**src/asc_pkg.sv**
```systemverilog
package asc_pkg;

	////////////////////////////////////////////////////////////////////////
	// register map, byte addresses on the 32-bit bus
	localparam int unsigned ADDR_W = 5;
	localparam logic [4:0] OFF_STATUS  = 5'h00;
	localparam logic [4:0] OFF_DATA    = 5'h04;
	localparam logic [4:0] OFF_CTRL1   = 5'h08;
	localparam logic [4:0] OFF_CTRL2   = 5'h0c;
	localparam logic [4:0] OFF_BAUD    = 5'h10;
	localparam logic [4:0] OFF_TX_FINE = 5'h14;
	localparam logic [4:0] OFF_RX_FINE = 5'h18;

	localparam logic [7:0] STATUS_RESET = 8'hc0;
	localparam logic [7:0] CTRL2_RESET  = 8'h00;
	localparam logic [7:0] BAUD_RESET   = 8'h00;
	localparam logic [7:0] FINE_RESET   = 8'h00;

	// control_one bit positions
	localparam int unsigned C1_RX9   = 7;
	localparam int unsigned C1_TX9   = 6;
	localparam int unsigned C1_WORD9 = 4;
	localparam int unsigned C1_WAKE  = 3;

	////////////////////////////////////////////////////////////////////////
	// oversampling and frame timing
	localparam logic [3:0] PH_FIRST = 4'h0;
	localparam logic [3:0] PH_S1    = 4'h7;
	localparam logic [3:0] PH_S2    = 4'h8;
	localparam logic [3:0] PH_S3    = 4'h9;
	localparam logic [3:0] PH_LAST  = 4'hf;
	localparam logic [3:0] FRAME_8  = 4'ha;
	localparam logic [3:0] FRAME_9  = 4'hb;
	localparam logic [3:0] DATA_8   = 4'h8;
	localparam logic [3:0] DATA_9   = 4'h9;
	localparam logic [3:0] MARK_LEN = 4'h1;
	localparam logic [3:0] PR_SEL0  = 4'h1;
	localparam logic [3:0] PR_SEL1  = 4'h3;
	localparam logic [3:0] PR_SEL2  = 4'h4;
	localparam logic [3:0] PR_SEL3  = 4'hd;

	////////////////////////////////////////////////////////////////////////
	typedef struct packed {
		logic txe;
		logic txd;
		logic rxf;
		logic idle;
		logic ovr;
		logic noise;
		logic frm;
		logic rsv;
	} asc_status_s;

	typedef struct packed {
		logic tx_empty_irq_en;
		logic tx_done_irq_en;
		logic rx_irq_en;
		logic idle_irq_en;
		logic tx_enable;
		logic rx_enable;
		logic rx_mute;
		logic break_send;
	} asc_ctrl2_s;

	typedef struct packed {
		logic [1:0] common_prescale_sel;
		logic [2:0] tx_rate_sel;
		logic [2:0] rx_rate_sel;
	} asc_baud_s;

	typedef enum logic [1:0] {
		TX_OFF   = 2'b00,
		TX_READY = 2'b01,
		TX_SHIFT = 2'b10
	} asc_tx_state_e;

	typedef enum logic [1:0] {
		KIND_DATA = 2'b00,
		KIND_PRE  = 2'b01,
		KIND_BRK  = 2'b10,
		KIND_MARK = 2'b11
	} asc_tx_kind_e;

	typedef enum logic [2:0] {
		RX_OFF   = 3'b000,
		RX_HUNT  = 3'b001,
		RX_START = 3'b010,
		RX_DATA  = 3'b011,
		RX_STOP  = 3'b100
	} asc_rx_state_e;

	function automatic logic [3:0] asc_prescale(input logic [1:0] sel);
		case (sel)
			2'b00:   return PR_SEL0;
			2'b01:   return PR_SEL1;
			2'b10:   return PR_SEL2;
			default: return PR_SEL3;
		endcase
	endfunction

	// power-of-two rate times fine divider, zero fine means bypass
	function automatic logic [14:0] asc_div(input logic [2:0] rate,
		input logic [7:0] fine);
		logic [22:0] prod;
		logic [7:0]  f;
		f = (fine == 8'h00) ? 8'h01 : fine;
		prod = {8'h00, 15'h0001 << rate} * {15'h0000, f};
		return prod[14:0];
	endfunction

endpackage
```
**src/asc_core.sv**
```systemverilog
`timescale 1ns/10ps
// What this block does
// - frames 8 or 9 data bits, ninth from tx_ninth_bit, LSB first.
// - enabling transmitter sends idle frame first; re-enable drops held data.
// - tx-empty and tx-done clear by status access then data write.
// - data write during a frame goes to the holding buffer.
// - data write when idle starts frame at once, tx-empty set again.
// - frame end (data or break) sets tx-done, interrupts if enabled.
// - tx-empty interrupts when its enable is set and mask clear.
// - break_send sends zero frames, then one mark bit when cleared.
// - rx_enable starts start-bit hunt; ninth received bit to rx_ninth_bit.
// - completed character moves to holding buffer, sets rx-full, interrupt.
// - rx-full clears by status access then data read.
// - character while rx-full sets overrun, buffer kept, interrupts.
// - noise sets noise flag with rx-full, data delivered, no own interrupt.
// - bad stop bit or break sets framing flag with rx-full.
// - idle frame on the line sets idle flag, interrupts if enabled.
// - rate is clock over 16, prescale 1/3/4/13, power of two.
// - nonzero fine prescaler divides that direction further, zero bypasses.
// - while muted no receive flags are set and rx interrupts blocked.
// - idle wake-up clears rx_mute without setting idle flag.
// - address wake-up clears rx_mute on msb one, delivers the word.
// - start bit low, stop bit high, line high when enabled idle.
module asc_core
(
	input  wire logic                        clk_i,
	input  wire logic                        rst_i,
	input  wire logic [asc_pkg::ADDR_W-1:0]  adr_i,
	input  wire logic [31:0]                 dat_i,
	output logic      [31:0]                 dat_o,
	input  wire logic                        we_i,
	input  wire logic [3:0]                  sel_i,
	input  wire logic                        cyc_i,
	input  wire logic                        stb_i,
	output logic                             ack_o,
	input  wire logic                        irq_mask_i,
	output logic                             irq_o,
	input  wire logic                        rx_line_i,
	output logic                             tx_line_o,
	output logic                             tx_line_oe_o
);

	////////////////////////////////////////////////////////////////////////
	// registers
	asc_pkg::asc_status_s   st;
	asc_pkg::asc_ctrl2_s    c2;
	asc_pkg::asc_baud_s     baud;
	logic [7:0]             tx_fine_prescaler;
	logic [7:0]             rx_fine_prescaler;
	logic                   tx_ninth_bit;
	logic                   rx_ninth_bit;
	logic                   word9;
	logic                   wake_sel;
	logic [7:0]             rx_holding_buffer;
	logic [7:0]             tx_holding_buffer;
	logic                   hold_full;
	logic                   status_seen;

	////////////////////////////////////////////////////////////////////////
	// bus decode, effects land on the edge that samples ack
	wire acc       = cyc_i & stb_i & ack_o;
	wire req       = cyc_i & stb_i & ~ack_o;
	wire wr        = acc & we_i & sel_i[0];
	wire rd        = acc & ~we_i;
	wire hit_stat  = adr_i == asc_pkg::OFF_STATUS;
	wire hit_data  = adr_i == asc_pkg::OFF_DATA;
	wire data_wr   = wr & hit_data;
	wire data_rd   = rd & hit_data;
	wire ctrl2_wr  = wr & (adr_i == asc_pkg::OFF_CTRL2);
	// clear needs a prior status access
	wire tx_clr    = data_wr & status_seen;
	// clear needs a prior status access
	wire rx_clr    = data_rd & status_seen;
	wire [7:0] ctrl1_rd = {rx_ninth_bit, tx_ninth_bit, 1'b0, word9,
		wake_sel, 3'b000};
	wire [7:0] rd_byte =
		hit_stat ? st :
		hit_data ? rx_holding_buffer :
		(adr_i == asc_pkg::OFF_CTRL1)   ? ctrl1_rd :
		(adr_i == asc_pkg::OFF_CTRL2)   ? c2 :
		(adr_i == asc_pkg::OFF_BAUD)    ? baud :
		(adr_i == asc_pkg::OFF_TX_FINE) ? tx_fine_prescaler :
		(adr_i == asc_pkg::OFF_RX_FINE) ? rx_fine_prescaler : 8'h00;

	always_ff @(posedge clk_i)
	begin
		if (rst_i)
		begin
			ack_o <= 1'b0;
			dat_o <= 32'h0000_0000;
		end
		else
		begin
			ack_o <= req;
			dat_o <= req ? {24'h00_0000, rd_byte} : 32'h0000_0000;
		end
	end

	always_ff @(posedge clk_i)
	begin
		if (rst_i)
			status_seen <= 1'b0;
		else if (rd & hit_stat)
			status_seen <= 1'b1;
		else if (data_wr | data_rd)
			status_seen <= 1'b0;
	end

	////////////////////////////////////////////////////////////////////////
	// baud generation: shared prescale, then per-direction divider
	logic [3:0]  pr_cnt;
	logic [1:0]  samp_tick;
	wire  [3:0]  pr_div = asc_pkg::asc_prescale(baud.common_prescale_sel);
	wire         pr_tick = pr_cnt == pr_div - 4'h1;
	// prescale 1, 3, 4 or 13 shared by both directions
	always_ff @(posedge clk_i)
	begin
		if (rst_i | pr_tick)
			pr_cnt <= 4'h0;
		else
			pr_cnt <= pr_cnt + 4'h1;
	end

	wire [14:0] div_lim [2];
	// fine divider per direction, zero bypasses
	assign div_lim[0] = asc_pkg::asc_div(baud.tx_rate_sel, tx_fine_prescaler);
	assign div_lim[1] = asc_pkg::asc_div(baud.rx_rate_sel, rx_fine_prescaler);

	genvar g;
	generate
		for (g = 0; g < 2; g++)
		begin : g_div
			logic [14:0] cnt;
			wire         wrap = pr_tick & (cnt == div_lim[g] - 15'h0001);
			assign samp_tick[g] = wrap;
			always_ff @(posedge clk_i)
			begin
				if (rst_i | wrap)
					cnt <= 15'h0000;
				else if (pr_tick)
					cnt <= cnt + 15'h0001;
			end
		end
	endgenerate

	////////////////////////////////////////////////////////////////////////
	// config registers
	always_ff @(posedge clk_i)
	begin
		if (rst_i)
		begin
			baud              <= asc_pkg::BAUD_RESET;
			tx_fine_prescaler <= asc_pkg::FINE_RESET;
			rx_fine_prescaler <= asc_pkg::FINE_RESET;
			tx_ninth_bit      <= 1'b0;
			word9             <= 1'b0;
			wake_sel          <= 1'b0;
		end
		else if (wr)
		begin
			if (adr_i == asc_pkg::OFF_BAUD)
				baud <= dat_i[7:0];
			if (adr_i == asc_pkg::OFF_TX_FINE)
				tx_fine_prescaler <= dat_i[7:0];
			if (adr_i == asc_pkg::OFF_RX_FINE)
				rx_fine_prescaler <= dat_i[7:0];
			if (adr_i == asc_pkg::OFF_CTRL1)
			begin
				tx_ninth_bit <= dat_i[asc_pkg::C1_TX9];
				word9        <= dat_i[asc_pkg::C1_WORD9];
				wake_sel     <= dat_i[asc_pkg::C1_WAKE];
			end
		end
	end

	wire [3:0] frame_len = word9 ? asc_pkg::FRAME_9 : asc_pkg::FRAME_8;

	////////////////////////////////////////////////////////////////////////
	// transmitter
	asc_pkg::asc_tx_state_e tx_state;
	asc_pkg::asc_tx_kind_e  tx_kind;
	asc_pkg::asc_tx_state_e next_tx_state;
	asc_pkg::asc_tx_kind_e  next_kind;
	logic [10:0] tx_shift;
	logic [3:0]  tx_left;
	logic [3:0]  tx_phase;
	logic        te_d;
	logic        pre_pend;
	logic        next_load;
	logic        next_from_hold;
	logic        next_direct;

	wire te_rise   = c2.tx_enable & ~te_d;
	wire bit_tick  = samp_tick[0] & (tx_phase == asc_pkg::PH_LAST);
	wire frame_end = (tx_state == asc_pkg::TX_SHIFT) & bit_tick &
		(tx_left == asc_pkg::MARK_LEN);
	wire can_start = (tx_state == asc_pkg::TX_READY) | frame_end;

	// start 0, data lsb first, ninth bit, stop 1
	function automatic logic [10:0] tx_pattern(input logic [1:0] kind,
		input logic [7:0] d, input logic t8, input logic w9);
		case (kind)
			asc_pkg::KIND_DATA: return {1'b1, w9 ? t8 : 1'b1, d, 1'b0};
			asc_pkg::KIND_BRK:  return 11'h000;
			default:            return 11'h7ff;
		endcase
	endfunction

	always_comb
	begin
		next_tx_state  = tx_state;
		next_kind      = tx_kind;
		next_load      = 1'b0;
		next_from_hold = 1'b0;
		next_direct    = 1'b0;
		case (tx_state)
			asc_pkg::TX_OFF:
				if (c2.tx_enable)
					next_tx_state = asc_pkg::TX_READY;
			asc_pkg::TX_READY, asc_pkg::TX_SHIFT:
				if (can_start)
				begin
					next_load = 1'b1;
					// idle frame before data after enable
					if (pre_pend)
						next_kind = asc_pkg::KIND_PRE;
					else if (c2.break_send)
						next_kind = asc_pkg::KIND_BRK;
					// one mark bit after last break
					else if (frame_end & (tx_kind == asc_pkg::KIND_BRK))
						next_kind = asc_pkg::KIND_MARK;
					else if (hold_full)
					begin
						next_kind      = asc_pkg::KIND_DATA;
						next_from_hold = 1'b1;
					end
					// idle write goes straight to shifter
					else if (data_wr & (tx_state == asc_pkg::TX_READY))
					begin
						next_kind   = asc_pkg::KIND_DATA;
						next_direct = 1'b1;
					end
					else
						next_load = 1'b0;
					if (next_load & c2.tx_enable)
						next_tx_state = asc_pkg::TX_SHIFT;
					else if (next_load)
						next_tx_state = asc_pkg::TX_SHIFT;
					else if (c2.tx_enable)
						next_tx_state = asc_pkg::TX_READY;
					else
						next_tx_state = asc_pkg::TX_OFF;
				end
			default:
				next_tx_state = asc_pkg::TX_OFF;
		endcase
		// a disabled transmitter starts nothing new
		if (~c2.tx_enable & can_start)
		begin
			next_load      = 1'b0;
			next_from_hold = 1'b0;
			next_direct    = 1'b0;
			next_tx_state  = asc_pkg::TX_OFF;
		end
	end

	wire [7:0]  load_data = next_direct ? dat_i[7:0] : tx_holding_buffer;
	wire [3:0]  load_len  = (next_kind == asc_pkg::KIND_MARK) ?
		asc_pkg::MARK_LEN : frame_len;

	always_ff @(posedge clk_i)
	begin
		if (rst_i)
		begin
			tx_state <= asc_pkg::TX_OFF;
			tx_kind  <= asc_pkg::KIND_PRE;
			tx_shift <= 11'h7ff;
			tx_left  <= 4'h0;
			tx_phase <= asc_pkg::PH_FIRST;
			te_d     <= 1'b0;
			pre_pend <= 1'b0;
		end
		else
		begin
			tx_state <= next_tx_state;
			te_d     <= c2.tx_enable;
			if (next_load)
			begin
				tx_kind  <= next_kind;
				tx_shift <= tx_pattern(next_kind, load_data, tx_ninth_bit,
					word9);
				tx_left  <= load_len;
				tx_phase <= asc_pkg::PH_FIRST;
			end
			else
			begin
				if (samp_tick[0])
					tx_phase <= tx_phase + 4'h1;
				if (bit_tick & (tx_state == asc_pkg::TX_SHIFT))
				begin
					tx_shift <= {1'b1, tx_shift[10:1]};
					tx_left  <= tx_left - 4'h1;
				end
			end
			// re-enable queues a fresh idle frame
			if (te_rise)
				pre_pend <= 1'b1;
			else if (next_load & (next_kind == asc_pkg::KIND_PRE))
				pre_pend <= 1'b0;
		end
	end

	// busy write parks in the holding buffer
	always_ff @(posedge clk_i)
	begin
		if (rst_i)
		begin
			hold_full         <= 1'b0;
			tx_holding_buffer <= 8'h00;
		end
		else if (data_wr & ~next_direct)
		begin
			hold_full         <= 1'b1;
			tx_holding_buffer <= dat_i[7:0];
		end
		else if (next_from_hold | te_rise)
			hold_full <= 1'b0;
	end

	// low start, high stop, high when enabled and quiet
	always_ff @(posedge clk_i)
	begin
		if (rst_i)
		begin
			tx_line_o    <= 1'b1;
			tx_line_oe_o <= 1'b0;
		end
		else
		begin
			tx_line_o    <= (tx_state == asc_pkg::TX_SHIFT) ? tx_shift[0]
				: 1'b1;
			tx_line_oe_o <= c2.tx_enable | c2.rx_enable |
				(tx_state == asc_pkg::TX_SHIFT);
		end
	end

	////////////////////////////////////////////////////////////////////////
	// receiver
	asc_pkg::asc_rx_state_e rx_state;
	logic [3:0] rx_phase;
	logic [3:0] rx_bits;
	logic [8:0] rx_shift;
	logic       smp1;
	logic       smp2;
	logic       rx_noise;
	logic [7:0] idle_cnt;
	logic       idle_armed;

	wire centre  = samp_tick[1] & (rx_phase == asc_pkg::PH_S3);
	wire bit_val = (smp1 & smp2) | (smp1 & rx_line_i) | (smp2 & rx_line_i);
	wire bit_bad = ~((smp1 == smp2) & (smp2 == rx_line_i));
	wire rx_done = centre & (rx_state == asc_pkg::RX_STOP);
	wire frm_err = ~bit_val;
	wire [7:0] idle_lim = {frame_len, 4'h0};
	wire idle_ev = samp_tick[1] & (rx_state == asc_pkg::RX_HUNT) &
		idle_armed & rx_line_i & (idle_cnt == idle_lim - 8'h01);
	wire [3:0] data_len = word9 ? asc_pkg::DATA_9 : asc_pkg::DATA_8;
	wire [7:0] rx_byte  = word9 ? rx_shift[7:0] : rx_shift[8:1];
	wire noisy_word = rx_noise | bit_bad;

	always_ff @(posedge clk_i)
	begin
		if (rst_i | ~c2.rx_enable)
		begin
			rx_state   <= asc_pkg::RX_OFF;
			rx_phase   <= asc_pkg::PH_FIRST;
			rx_bits    <= 4'h0;
			rx_shift   <= 9'h000;
			smp1       <= 1'b1;
			smp2       <= 1'b1;
			rx_noise   <= 1'b0;
			idle_cnt   <= 8'h00;
			idle_armed <= 1'b0;
		end
		else if (samp_tick[1])
		begin
			rx_phase <= rx_phase + 4'h1;
			if (rx_phase == asc_pkg::PH_S1)
				smp1 <= rx_line_i;
			if (rx_phase == asc_pkg::PH_S2)
				smp2 <= rx_line_i;
			case (rx_state)
				// enabled receiver hunts for a start bit
				asc_pkg::RX_OFF, asc_pkg::RX_HUNT:
				begin
					rx_state <= asc_pkg::RX_HUNT;
					rx_phase <= asc_pkg::PH_FIRST;
					idle_cnt <= rx_line_i ? idle_cnt + 8'h01 : 8'h00;
					if (idle_ev)
					begin
						idle_armed <= 1'b0;
						idle_cnt   <= 8'h00;
					end
					if (~rx_line_i)
					begin
						rx_state <= asc_pkg::RX_START;
						rx_phase <= asc_pkg::PH_FIRST + 4'h1;
						rx_noise <= 1'b0;
						rx_bits  <= 4'h0;
					end
				end
				asc_pkg::RX_START:
					if (centre & bit_val)
						rx_state <= asc_pkg::RX_HUNT;
					else if (centre)
					begin
						rx_noise   <= bit_bad;
						idle_armed <= 1'b1;
						rx_state   <= asc_pkg::RX_DATA;
					end
				asc_pkg::RX_DATA:
					if (centre)
					begin
						rx_shift <= {bit_val, rx_shift[8:1]};
						rx_noise <= noisy_word;
						rx_bits  <= rx_bits + 4'h1;
						if (rx_bits == data_len - 4'h1)
							rx_state <= asc_pkg::RX_STOP;
					end
				asc_pkg::RX_STOP:
					if (centre)
					begin
						rx_state <= asc_pkg::RX_HUNT;
						idle_cnt <= 8'h00;
					end
				default:
					rx_state <= asc_pkg::RX_HUNT;
			endcase
		end
	end

	////////////////////////////////////////////////////////////////////////
	// flags, mute and interrupt
	// address mark wakes and delivers
	wire addr_wake = c2.rx_mute & wake_sel & rx_done & rx_shift[8];
	wire idle_wake = c2.rx_mute & ~wake_sel & idle_ev;
	wire deliver   = rx_done & (~c2.rx_mute | addr_wake);
	wire idle_set  = idle_ev & ~c2.rx_mute;
	wire load_ok   = deliver & (~st.rxf | rx_clr);
	// full buffer means overrun, buffer kept
	wire ovr_set   = deliver & st.rxf & ~rx_clr;
	wire txe_set   = next_from_hold | next_direct | te_rise;
	wire rx_irq_ok = c2.rx_irq_en & ~c2.rx_mute;

	always_ff @(posedge clk_i)
	begin
		if (rst_i)
		begin
			st                <= asc_pkg::STATUS_RESET;
			rx_holding_buffer <= 8'h00;
			rx_ninth_bit      <= 1'b0;
		end
		else
		begin
			// tx-empty set again, set beats clear
			st.txe   <= (st.txe & ~tx_clr) | txe_set;
			// data and break frames mark done
			st.txd   <= (st.txd & ~tx_clr) | (frame_end &
				(tx_kind == asc_pkg::KIND_DATA |
				tx_kind == asc_pkg::KIND_BRK));
			st.rxf   <= (st.rxf & ~rx_clr) | deliver;
			st.idle  <= (st.idle & ~rx_clr) | idle_set;
			st.ovr   <= (st.ovr & ~rx_clr) | ovr_set;
			st.noise <= (st.noise & ~rx_clr) | (load_ok & noisy_word);
			st.frm   <= (st.frm & ~rx_clr) | (load_ok & frm_err);
			st.rsv   <= 1'b0;
			if (load_ok)
			begin
				rx_holding_buffer <= rx_byte;
				// ninth bit stored in 9-bit mode
				rx_ninth_bit      <= word9 & rx_shift[8];
			end
		end
	end

	// software write to control_two wins over a same-edge wake-up
	always_ff @(posedge clk_i)
	begin
		if (rst_i)
			c2 <= asc_pkg::CTRL2_RESET;
		else if (ctrl2_wr)
			c2 <= dat_i[7:0];
		else if (addr_wake | idle_wake)
			c2.rx_mute <= 1'b0;
	end

	// empty, done, receive and idle requests under global mask
	always_ff @(posedge clk_i)
	begin
		if (rst_i)
			irq_o <= 1'b0;
		else
			irq_o <= ~irq_mask_i & ((st.txe & c2.tx_empty_irq_en) |
				(st.txd & c2.tx_done_irq_en) |
				((st.rxf | st.ovr) & rx_irq_ok) |
				(st.idle & c2.idle_irq_en & ~c2.rx_mute));
	end

endmodule // asc_core

```
**config.mk**
```make
export PLATFORM = sky130hd
export DESIGN_NAME = asc_core
export DESIGN_NICKNAME = d
export VERILOG_FILES = /design/src/asc_pkg.sv /design/src/asc_core.sv
export SDC_FILE = /design/constraint.sdc
export NUM_CORES = 1
export LEC_CHECK = 0
export BUFFER_PORTS_ARGS = -buffer_cell sky130_fd_sc_hd__buf_2
export CAP_MARGIN = 25
export CELL_PAD_IN_SITES_DETAIL_PLACEMENT = 2
export CELL_PAD_IN_SITES_GLOBAL_PLACEMENT = 2
export CORE_MARGIN = 3
export CORE_UTILIZATION = 41
export DETAILED_ROUTE_END_ITERATION = 12
export GPL_TIMING_DRIVEN = 0
export PLACE_DENSITY_LB_ADDON = 0.1
export SLEW_MARGIN = 20
export SYNTH_ARGS = -nofsm -noshare
export SYNTH_HDL_FRONTEND = slang
export SYNTH_SLANG_ARGS = --single-unit
```
**constraint.sdc**
```tcl
create_clock -name clk_i -period 13.8 [get_ports clk_i]
set_clock_uncertainty 0.1 [all_clocks]
set_input_delay 0.69 -clock clk_i [delete_from_list [all_inputs] [get_ports clk_i]]
set_output_delay 0.69 -clock clk_i [all_outputs]
set_load 0.005 [all_outputs]
```
-- Word-level counts from Yosys, hierarchy flattened
Index checks and enable logic that the tools add are counted.
Widths: inputs -> output; s select.
- output and inout port bits: 36
- input port bits: 48
- register bits after elaboration: 189
- word-level logic and storage cells: 346
- shifts and indexed selects: 2
- reduce and logical (&&, ||, !) cells: 36
- multiplexer cells: 91
- $mul: 2
- bitwise gates (word level): 108
- $add $sub $neg: 13
- equality and inequality tests: 40
- operator list (cell ; count):
    $mux 8 ; 14
    $and 1x1->1 ; 63
    $mux 1 ; 44
    $add 15x1->15 const B ; 2
    $eq 15x15->1 ; 2
    $mul 15x8->15 ; 2
    $shl 1x3->15 const A ; 2
    $sub 15x1->15 const B ; 2
    $or 1x1->1 ; 29
    $mux 2 ; 12
    $mux 4 ; 6
    $mux 11 ; 2
    $pmux 11 s2 ; 1
    $ne 2x2->1 const B ; 9
    $add 4x1->4 const B ; 4
    $logic_not 8->1 ; 2
    $not 1->1 ; 16
    $pmux 8 s2 ; 1
    $reduce_bool 2->1 ; 8
    $eq 5x5->1 const B ; 3
    $mux 3 ; 5
    $reduce_and 2->1 ; 7
    $eq 4x4->1 const B ; 3
    $pmux 3 s4 ; 1
    30 further kinds ; 52

-- Longest topological paths before layout
Gate-level depths: netlist of run 1.
- word-level depth: 21
- depth in mapped cells: 24
- mapped depth without buffers: 22

-- Worst setup path before layout of run 1
No wires, ideal clock.
- path type: register to register
- start point: register baud[5] (netlist name)
- end point: register tx_shift[9]
- buffers on the path: 2
- required time: 13580 ps
- cell stages (with the launch flop): 23
- arrival: 6110 ps
- setup slack: 7470 ps
- cell sequence: dfxtp_1 clkbuf_1 nor3b_1 nand2_1 fa_1 fa_1 inv_1 fa_1 inv_1 fa_1 inv_1 ha_1 nor2_1 a211oi_2 a31oi_1 or3b_1 nand4b_1 or3_1 a211oi_2 or3b_1 clkbuf_1 o21ai_0 a2bb2oi_1
- cells in the longest elaborated chain, start to end: 18
- ends and longest elaborated chain (what ; line ; text):
    start, declared ; asc_core.sv:47 ; asc_pkg::asc_baud_s baud;
    start signal, assigned ; asc_core.sv:152 ; baud <= asc_pkg::BAUD_RESET;
    start signal, assigned ; asc_core.sv:162 ; baud <= dat_i[7:0];
    $shl 1x3->15 (*) ; asc_pkg.sv:107 ; prod = {8'h00, 15'h0001 << rate} * {15'h0000, f};
    $mul 15x8->15 (*) ; asc_pkg.sv:107 ;
    $sub 15x1->15 (*) ; asc_core.sv:134 ; wire wrap = pr_tick & (cnt == div_lim[g] - 15'h0001);
    $eq 15x15->1 (*) ; asc_core.sv:134 ;
    $and 1x1->1 (*) ; asc_core.sv:134 ;
    $and 1x1->1 (*) ; asc_core.sv:194 ; wire bit_tick = samp_tick[0] & (tx_phase == asc_pkg::PH_LAST);
    $and 1x1->1 (*) ; asc_core.sv:195, asc_core.sv:299 ;
    $and 1x1->1 ; asc_core.sv:195 ; wire frame_end = (tx_state == asc_pkg::TX_SHIFT) & bit_tick &
    (+2 left out) ; n/a ;
    $mux 1 ; asc_core.sv:227 ; else if (c2.break_send)
    $mux 1 ; asc_core.sv:225 ; if (pre_pend)
    $mux 1 ; asc_core.sv:221 ; if (can_start)
    $mux 1 ; asc_core.sv:216 ; case (tx_state)
    $mux 1 ; asc_core.sv:221 ;
    $mux 1 ; asc_core.sv:216 ;
    $mux 1 ; asc_core.sv:258 ; if (~c2.tx_enable & can_start)
    $mux 11 or $reduce_bool 2->1 (tied branches) ; n/a ;
    end signal, assigned ; asc_core.sv:290 ; tx_shift <= tx_pattern(next_kind, load_data, tx_ninth_bit,
    end signal, assigned ; asc_core.sv:301 ; tx_shift <= {1'b1, tx_shift[10:1]};
    end, declared ; asc_core.sv:184 ; logic [10:0] tx_shift;
Every way passes the cells marked *; elsewhere a longest branch is shown, timed or not. The select of a mux whose other input is x is not followed.
A chain may end at the register's enable or synchronous reset.

-- Worst setup path after layout of run 1
Ends and elaborated chain as after synthesis.

==> flow_summary_export.csv, run 1 <==
group,metric,value,unit
timing,worst_slack,5.967,ns
die,rows,64,
logic_synthesis,synth_fa_ha_area_share,21.43,%
worst_setup_path,criticalPathCategory,"register to register",
logic_synthesis,async_flop_share,0,%
flow_run,max_cap_viol_count,0,
timing,fin_crit,7.833,ns
clocking,cts_tree,"done",
drt,routed_wirelength,39540,um
layout,fin_nets,1838,
layout,largest-register,"g_div.cnt",
timing,worst_pin_slew,1.009,ns
timing,slew_viol_final,0,
power,peakVddDrop,0.09269,mV
timing,setup_viol,0,
clocking,numCtsBuffers,17,
layout,largest_register_ffs,30,
logic_synthesis,avgSynthCellArea,8.327,um^2
logic_synthesis,synth-simple-area-share,22.42,%
timing,max_freq,127.7,MHz
clocking,clockRootBuffer,"clkbuf_16",
worst_setup_path,cp_max_fo,10,
worst_setup_path,start_kind,"register",
clocking,hold_buffers,0,
power,power,0.9928,mW
logic_synthesis,synth_area,12860,um^2
hold_path,hp-class,"register to register",
placed_design,pre_cts_ws,5.916,ns
logic_synthesis,yosys.cell_types.count,69,
worst_setup_path,worstPathArrival,8.11,ns
layout,syn_to_final_growth,10.15,%
global_routing,grt_max_degree,17,
global_routing,grt_use_total,24.32,%
logic_synthesis,synth_top_family_by_area,"simple AND/OR/NAND/NOR gates",
logic_synthesis,synthTopCellsByArea,"dfxtp_1 (26%), fa_1 (13%), ha_1 (8.7%), nand2_1 (5.1%), nor2_1 (4.1%)",
logic_synthesis,synth_top_cell_area_share,25.54,%
placed_design,dp_hpwl,31130,um
die,fp.dieH,183.1,um
timing,whs,0.3636,ns
clocking,clkTransAtPathRegs,0.07,ns
global_routing,globalRouteOverflowTotal,0,
timing,fin_crit_sh,56.76,%
timing,relSlewSlack,32.56,%
clocking,clock-sinks,164,
clocking,clockBufferDepth,2,
global_routing,antenna_found_initial,1,
layout,num-fill-cells,3496,
global_routing,grt_pass1_wl,65570,um
drt,dr_total_vias,11050,
logic_synthesis,muxShareOfSynthArea,5.148,%
die,die_area,33520,um^2
logic_synthesis,synth_top_area_cell,"dfxtp_1",
drt,ant_nets,0,
logic_synthesis,synthFlopType,"dfxtp_1",
logic_synthesis,synth-compound-area-share,11.61,%
timing,hold_viol_final,0,
timing,rsz0062_at_grt,"false",
logic_synthesis,yosys_warnings,0,
die,start_util,41.81,%
logic_synthesis,yosysSeqAreaShare,25.54,%
drt,drc,0,
worst_setup_path,cp-end-kind,"register",
clocking,insertion_delay,0.45,ns
drt,drt-wirelength-per-cell,19.50,um
placed_design,place.gp.congestion,0.8390,
die,fp.coreArea,30750,um^2
drt,drt_first_pass_iters,7,
die,num_io_pins,84,
run_status,outcome,"completed",
drt,drt-initial-drc-count,460,
logic_synthesis,synth_xor_xnor_area_share,5.995,%
clocking,cts_resized,0,
logic_synthesis,synthCells,1544,
power,power.density,70.10,nW/um^2
layout,final_layout_size_suffix_gt1_share,8.338,%
drt,avgViaCountPerCell,5.447,
clocking,postCtsSetupRepairBufs,0,
die,die_w,183.1,um
power,leakage,5.787,nW
layout,top_regs,"g_div.cnt x30, tx_shift x11, rx_shift x9",
placed_design,io_buffers,30,
timing,fin_tns_setup,0,ns
worst_setup_path,required,14.07,ns
global_routing,grt_pass1_vias,12200,
logic_synthesis,ys_ff_latch,164,
logic_synthesis,synth_edf_count,0,
clocking,htree_levels,4,
[cell families (layout without fill, tap and decap cells)]
logic type | count (synthesis) | after routing
AND/OR/NAND/NOR | 589 | 589
buffers and inverters | 240 | 304
XOR/XNOR | 88 | 88
flip-flops | 164 | 164
other | 1 | 25
AO/OA/AOI/OAI | 227 | 227
adder cells (fa/ha/maj) | 171 | 171
multiplexers | 64 | 64
[placed cells by master, fill, tap and decap left out, types with 17 or more instances in the layout]
cell type	Yosys	layout
nand2_1	174	174
dfxtp_1	164	164
nor2_1	141	141
inv_1	138	138
ha_1	89	89
fa_1	82	82
a21oi_1	71	71
clkbuf_1	66	68
nand3_1	61	61
and2_1	57	57
mux2i_1	47	47
xnor2_1	45	45
xor2_1	43	43
buf_2	10	41
o21ai_0	41	41
buf_4	25	26
nor3_1	25	25
a22oi_1	24	24
conb_1	1	24
nor2b_1	19	19
mux2_2	17	17
clkbuf_16	0	17
[cells in the mapped netlist (all sizes together), types with 9 or more instances]
cell	n
xor2	43
a21o	11
clkbuf	66
and3	16
a2bb2oi	12
nor2b	19
mux2i	47
or4	9
nor4	11
nand3	61
fa	82
a21oi	71
nor2	141
nor3	26
inv	138
xnor2	45
mux2	17
dfxtp	164
buf	36
and2	58
o21ai	41
nand4	16
a22oi	24
a211oi	11
nand2b	13
ha	89
or3	10
a31oi	10
nand2	176
nor3b	9
[worst max-delay path, stage by stage (launching register included)]
cell and delay, ns:
dfxtp_1 0.40, clkbuf_1 0.39, nor3b_1 0.84, nand2_1 0.20, fa_1 0.54, fa_1 0.54
fa_1 0.44, fa_1 0.56, inv_1 0.05, ha_1 0.36, nand2_1 0.09, o31ai_2 0.36
mux2_2 0.40, a2111oi_0 0.50, nand2_1 0.14, nor4_2 0.65, a31oi_1 0.29, clkbuf_1 0.30
nand3b_1 0.33, o21ai_0 0.13, a2bb2oi_1 0.17
[final cells by class]
| type | count | area [um^2] | share of cell area, % |
|---|---|---|---|
| multi-input combinational | 1163 | 8671 | 61.22 |
| sequential | 164 | 3283 | 23.18 |
| inverter | 138 | 518.0 | 3.658 |
| tap | 396 | 495.5 | 3.499 |
| buffer | 102 | 489.2 | 3.454 |
| clock buffer | 19 | 432.9 | 3.057 |
| timing repair buffer | 33 | 170.2 | 1.202 |
| clock inverter | 12 | 100.1 | 0.7068 |
| antenna | 1 | 2.502 | 0.01767 |
[stage by stage]
step / cell area [um^2] / instances / utilization (%)
floorplan: 12940 / 1567 / -
detailed placement: 13600 / 1994 / 44.24
global placement: 13590 / 1993 / 44.19
CTS: 14140 / 2025 / 45.97
global route: 14160 / 2027 / 46.05
finish: 14160 / 2028 / 46.06
[power breakdown]
part	internal (mW)	leakage (nW)	switching, mW	total, mW
registers	0.476	1.32	0.00340	0.480
clock network	0.233	0.246	0.217	0.450
logic	0.0211	4.22	0.0422	0.0633
[final timing paths]
path                      startpoint                        to  slack [ns]  cells past startpoint
max             baud[5]$_SDFFE_PP0P_  tx_shift[9]$_SDFFE_PP1P_        5.97                     20
min          idle_armed$_SDFFE_PP0P_   idle_armed$_SDFFE_PP0P_        0.36                      2
max reg2reg     baud[5]$_SDFFE_PP0P_  tx_shift[9]$_SDFFE_PP1P_        5.97                     20
min reg2reg  idle_armed$_SDFFE_PP0P_   idle_armed$_SDFFE_PP0P_        0.36                      2
[layer usage]
layer  routed length (um)  track usage [%]  part of all wire [%]
met3                  989            3.154                   2.5
met5                    0                0                     0
met4                  531            5.088                   1.3
met1                18120            31.77                    46
met2                19900            43.26                    50
Power figures use the tool's default switching activity.
==> inputs of run 2 (changes only) <==
- CORE_UTILIZATION: 41 -> 34
- clock period: 13.8 -> 6.6 ns (I/O delays scaled with it)
==> flow_summary_export.csv, run 2 (same netlist as run 1, synthesis figures left out) <==
group,metric,value,unit
layout,layout_commonest_cell,"nand2_1",
worst_setup_path,crit_family,"adder cells",
power,power.density,145.4,nW/um^2
worst_setup_path,r2r.worst_path.cells,22,
layout,final_layout_size_suffix_gt1_share,14.93,%
clocking,clkTransAtPathRegs,0.07,ns
power,p_sw,0.5713,mW
worst_setup_path,path_cells,"buf_4 -> nor3b_4 -> buf_4 -> nand2_1 -> fa_1 -> fa_1 -> inv_1 -> fa_1 -> inv_1 -> fa_1 -> inv_1 -> ha_4 -> nand2_1 -> o31ai_4 -> a31oi_1 -> xnor2_1 -> o2111ai_4 -> or3_4 -> a211oi_4 -> or3b_4 -> o21ai_2 -> a2bb2oi_1",
drt,dr_total_vias,11010,
run_status,outcome,"completed",
clocking,clockBufferDepth,2,
global_routing,antenna_found_initial,0,
worst_setup_path,crit_end,"tx_shift[6]$_SDFFE_PP1P_",
worst_setup_path,slowest_delay,0.53,ns
placed_design,dp_hpwl,30740,um
timing,relSlewSlack,26.75,%
hold_path,hp-class,"input port to register",
layout,syn_to_final_growth,17.28,%
die,die_area,40180,um^2
worst_setup_path,critPathSlowestCell,"fa_1",
global_routing,grt_pass1_wl,65870,um
worst_setup_path,cp_max_fo,5,
placed_design,pre_cts_ws,-1.118,ns
timing,whs,0.1164,ns
worst_setup_path,r2r_start,"baud[3]$_SDFFE_PP0P_",
timing,max_freq,157.1,MHz
power,power,2.192,mW
worst_setup_path,start_kind,"register",
drt,drt-initial-drc-count,406,
die,num_io_pins,84,
worst_setup_path,cp-end-kind,"register",
clocking,htree_levels,4,
timing,fin_crit_sh,96.45,%
worst_setup_path,path_depth,22,
flow_run,max_cap_viol_count,0,
worst_setup_path,r2r_end,"tx_shift[6]$_SDFFE_PP1P_",
layout,mostFrequentLayoutCells,"nand2_1 (173), dfxtp_1 (159), nor2_1 (138)",
global_routing,grt_use_total,20.10,%
worst_setup_path,critical_path.most_common_cell,"fa_1",
worst_setup_path,critPathLaunch,"baud[3]$_SDFFE_PP0P_",
clocking,cts_tree,"done",
die,start_util,34.79,%
drt,avgViaCountPerCell,5.087,
global_routing,grt_max_degree,17,
power,clock_power_share,47.5,%
drt,routed_wirelength,40310,um
placed_design,io_buffers,30,
worst_setup_path,required,6.84,ns
clocking,clockRootBuffer,"clkbuf_16",
timing,worst_pin_slew,1.085,ns
drt,ant_nets,0,
timing,slew_viol_final,0,
layout,fin_nets,1867,
die,fp.dieH,200.5,um
power,power_frac_comb,6.8,%
drt,drc,0,
global_routing,grt_pass1_vias,12130,
clocking,insertion_delay,0.46,ns
power,peakVddDrop,0.1768,mV
layout,top_regs,"g_div.cnt x30, tx_shift x11, rx_shift x9",
power,leakage,6.159,nW
timing,hold_viol_final,0,
layout,largest-register,"g_div.cnt",
timing,setup_viol,0,
placed_design,place.gp.congestion,0.7976,
power,p_int,1.621,mW
layout,largest_register_ffs,30,
drt,drt-wirelength-per-cell,18.62,um
power,swShare,26.06,%
clocking,clock-sinks,164,
worst_setup_path,criticalPathCategory,"register to register",
hold_path,whs_path_depth,3,
die,fp.coreArea,36960,um^2
timing,worst_slack,0.2346,ns
global_routing,globalRouteOverflowTotal,0,
worst_setup_path,r2r_setup_slack,0.23,ns
worst_setup_path,worstPathArrival,6.60,ns
power,p_seq_share,45.7,%
die,die_w,200.5,um
drt,drt_first_pass_iters,5,
die,rows,70,
timing,fin_crit,6.365,ns
worst_setup_path,critPathBufInv,5,
layout,antennaDiodeCount,0,
clocking,numCtsBuffers,17,
-- run 2: cell types whose count changed in the layout (fill, tap and decap cells not counted), sizes merged --
cell         delta
buf            +39
clkbuf          -9
clkinvlp        -2
bufinv          +1
clkinv          -1
diode           -1
dlygate4sd3     +1
or3b            +1
-- run 2: area by class of cell --
class / count / area [um^2]
clock buffers: 22 / 484.2
flip-flops and latches: 164 / 3294
inverters: 138 / 518.0
repair buffers: 73 / 491.7
well taps: 504 / 630.6
plain buffers: 90 / 505.5
fillers: 4243 / 21880
multi-input cells: 1164 / 9042
clock inverters: 10 / 112.6
-- run 2: worst reg2reg max path, stage by stage, from the launching register on --
cell and delay, ns:
dfxtp_1 0.35, buf_4 0.19, nor3b_4 0.21, buf_4 0.15, nand2_1 0.07, fa_1 0.50
fa_1 0.52, inv_1 0.05, fa_1 0.48, inv_1 0.06, fa_1 0.53, inv_1 0.07
ha_4 0.28, nand2_1 0.08, o31ai_4 0.37, a31oi_1 0.15, xnor2_1 0.35, o2111ai_4 0.28
or3_4 0.48, a211oi_4 0.36, or3b_4 0.49, o21ai_2 0.08, a2bb2oi_1 0.07
-- run 2: how the worst min path moves through the flow --
stage | startpoint | endpoint | slack, ns
after CTS | dat_i[7] | c2[7]$_SDFFE_PP0P_ | 0.08
after global routing | dat_i[0] | c2[0]$_SDFFE_PP0P_ | 0.12
final | dat_i[7] | c2[7]$_SDFFE_PP0P_ | 0.12
after global placement | tx_shift[0]$_SDFFE_PP1P_ | tx_line_o$_SDFF_PP1_ | 0.34
after detailed placement | tx_shift[0]$_SDFFE_PP1P_ | tx_line_o$_SDFF_PP1_ | 0.35
after floorplan | irq_mask_i | irq_o$_SDFF_PP0_ | 0.31
-- run 2: repair_timing --
action,in CTS,in global routing
endpoints found under the hold margin,1,0
pin swaps,5,20
resized for setup,44,84
setup endpoints to repair,112,95
buffers inserted,17,21
hold buffers,1,0
gates cloned,0,2
-- run 2: power by group through the flow --
| stage | Combinational, mW | Sequential, mW | Clock [mW] |
|---|---|---|---|
| detailed placement | 0.135 | 1.03 | 0 |
| floorplan | 0.0818 | 1.02 | 0 |
| global route | 0.167 | 1.00 | 1.12 |
| global placement | 0.130 | 1.03 | 0 |
| CTS | 0.147 | 1.00 | 1.08 |
| finish | 0.150 | 1.00 | 1.04 |
-- run 2: metal layers --
layer / up-vias / global-route usage, % / wire (um) / part of all wire, %
li1: 5340 / - / - / -
met1: 5570 / 27.03 / 19070 / 47
met2: 84 / 35.22 / 20080 / 50
met3: 19 / 2.449 / 834 / 2.1
met4: 0 / 3.388 / 318 / 0.79
met5: - / 0 / 0 / 0
-- run 2: stage by stage --
step                std cells  TNS (ns)  util (%)  cell area, um^2
global placement         2101    -86.54     37.13            13720
finish                   2165         0     40.80            15080
floorplan                1567         0         -            12940
CTS                      2146         0     39.61            14640
detailed placement       2104    -91.58     37.23            13760
global route             2165   -0.8206     40.80            15080
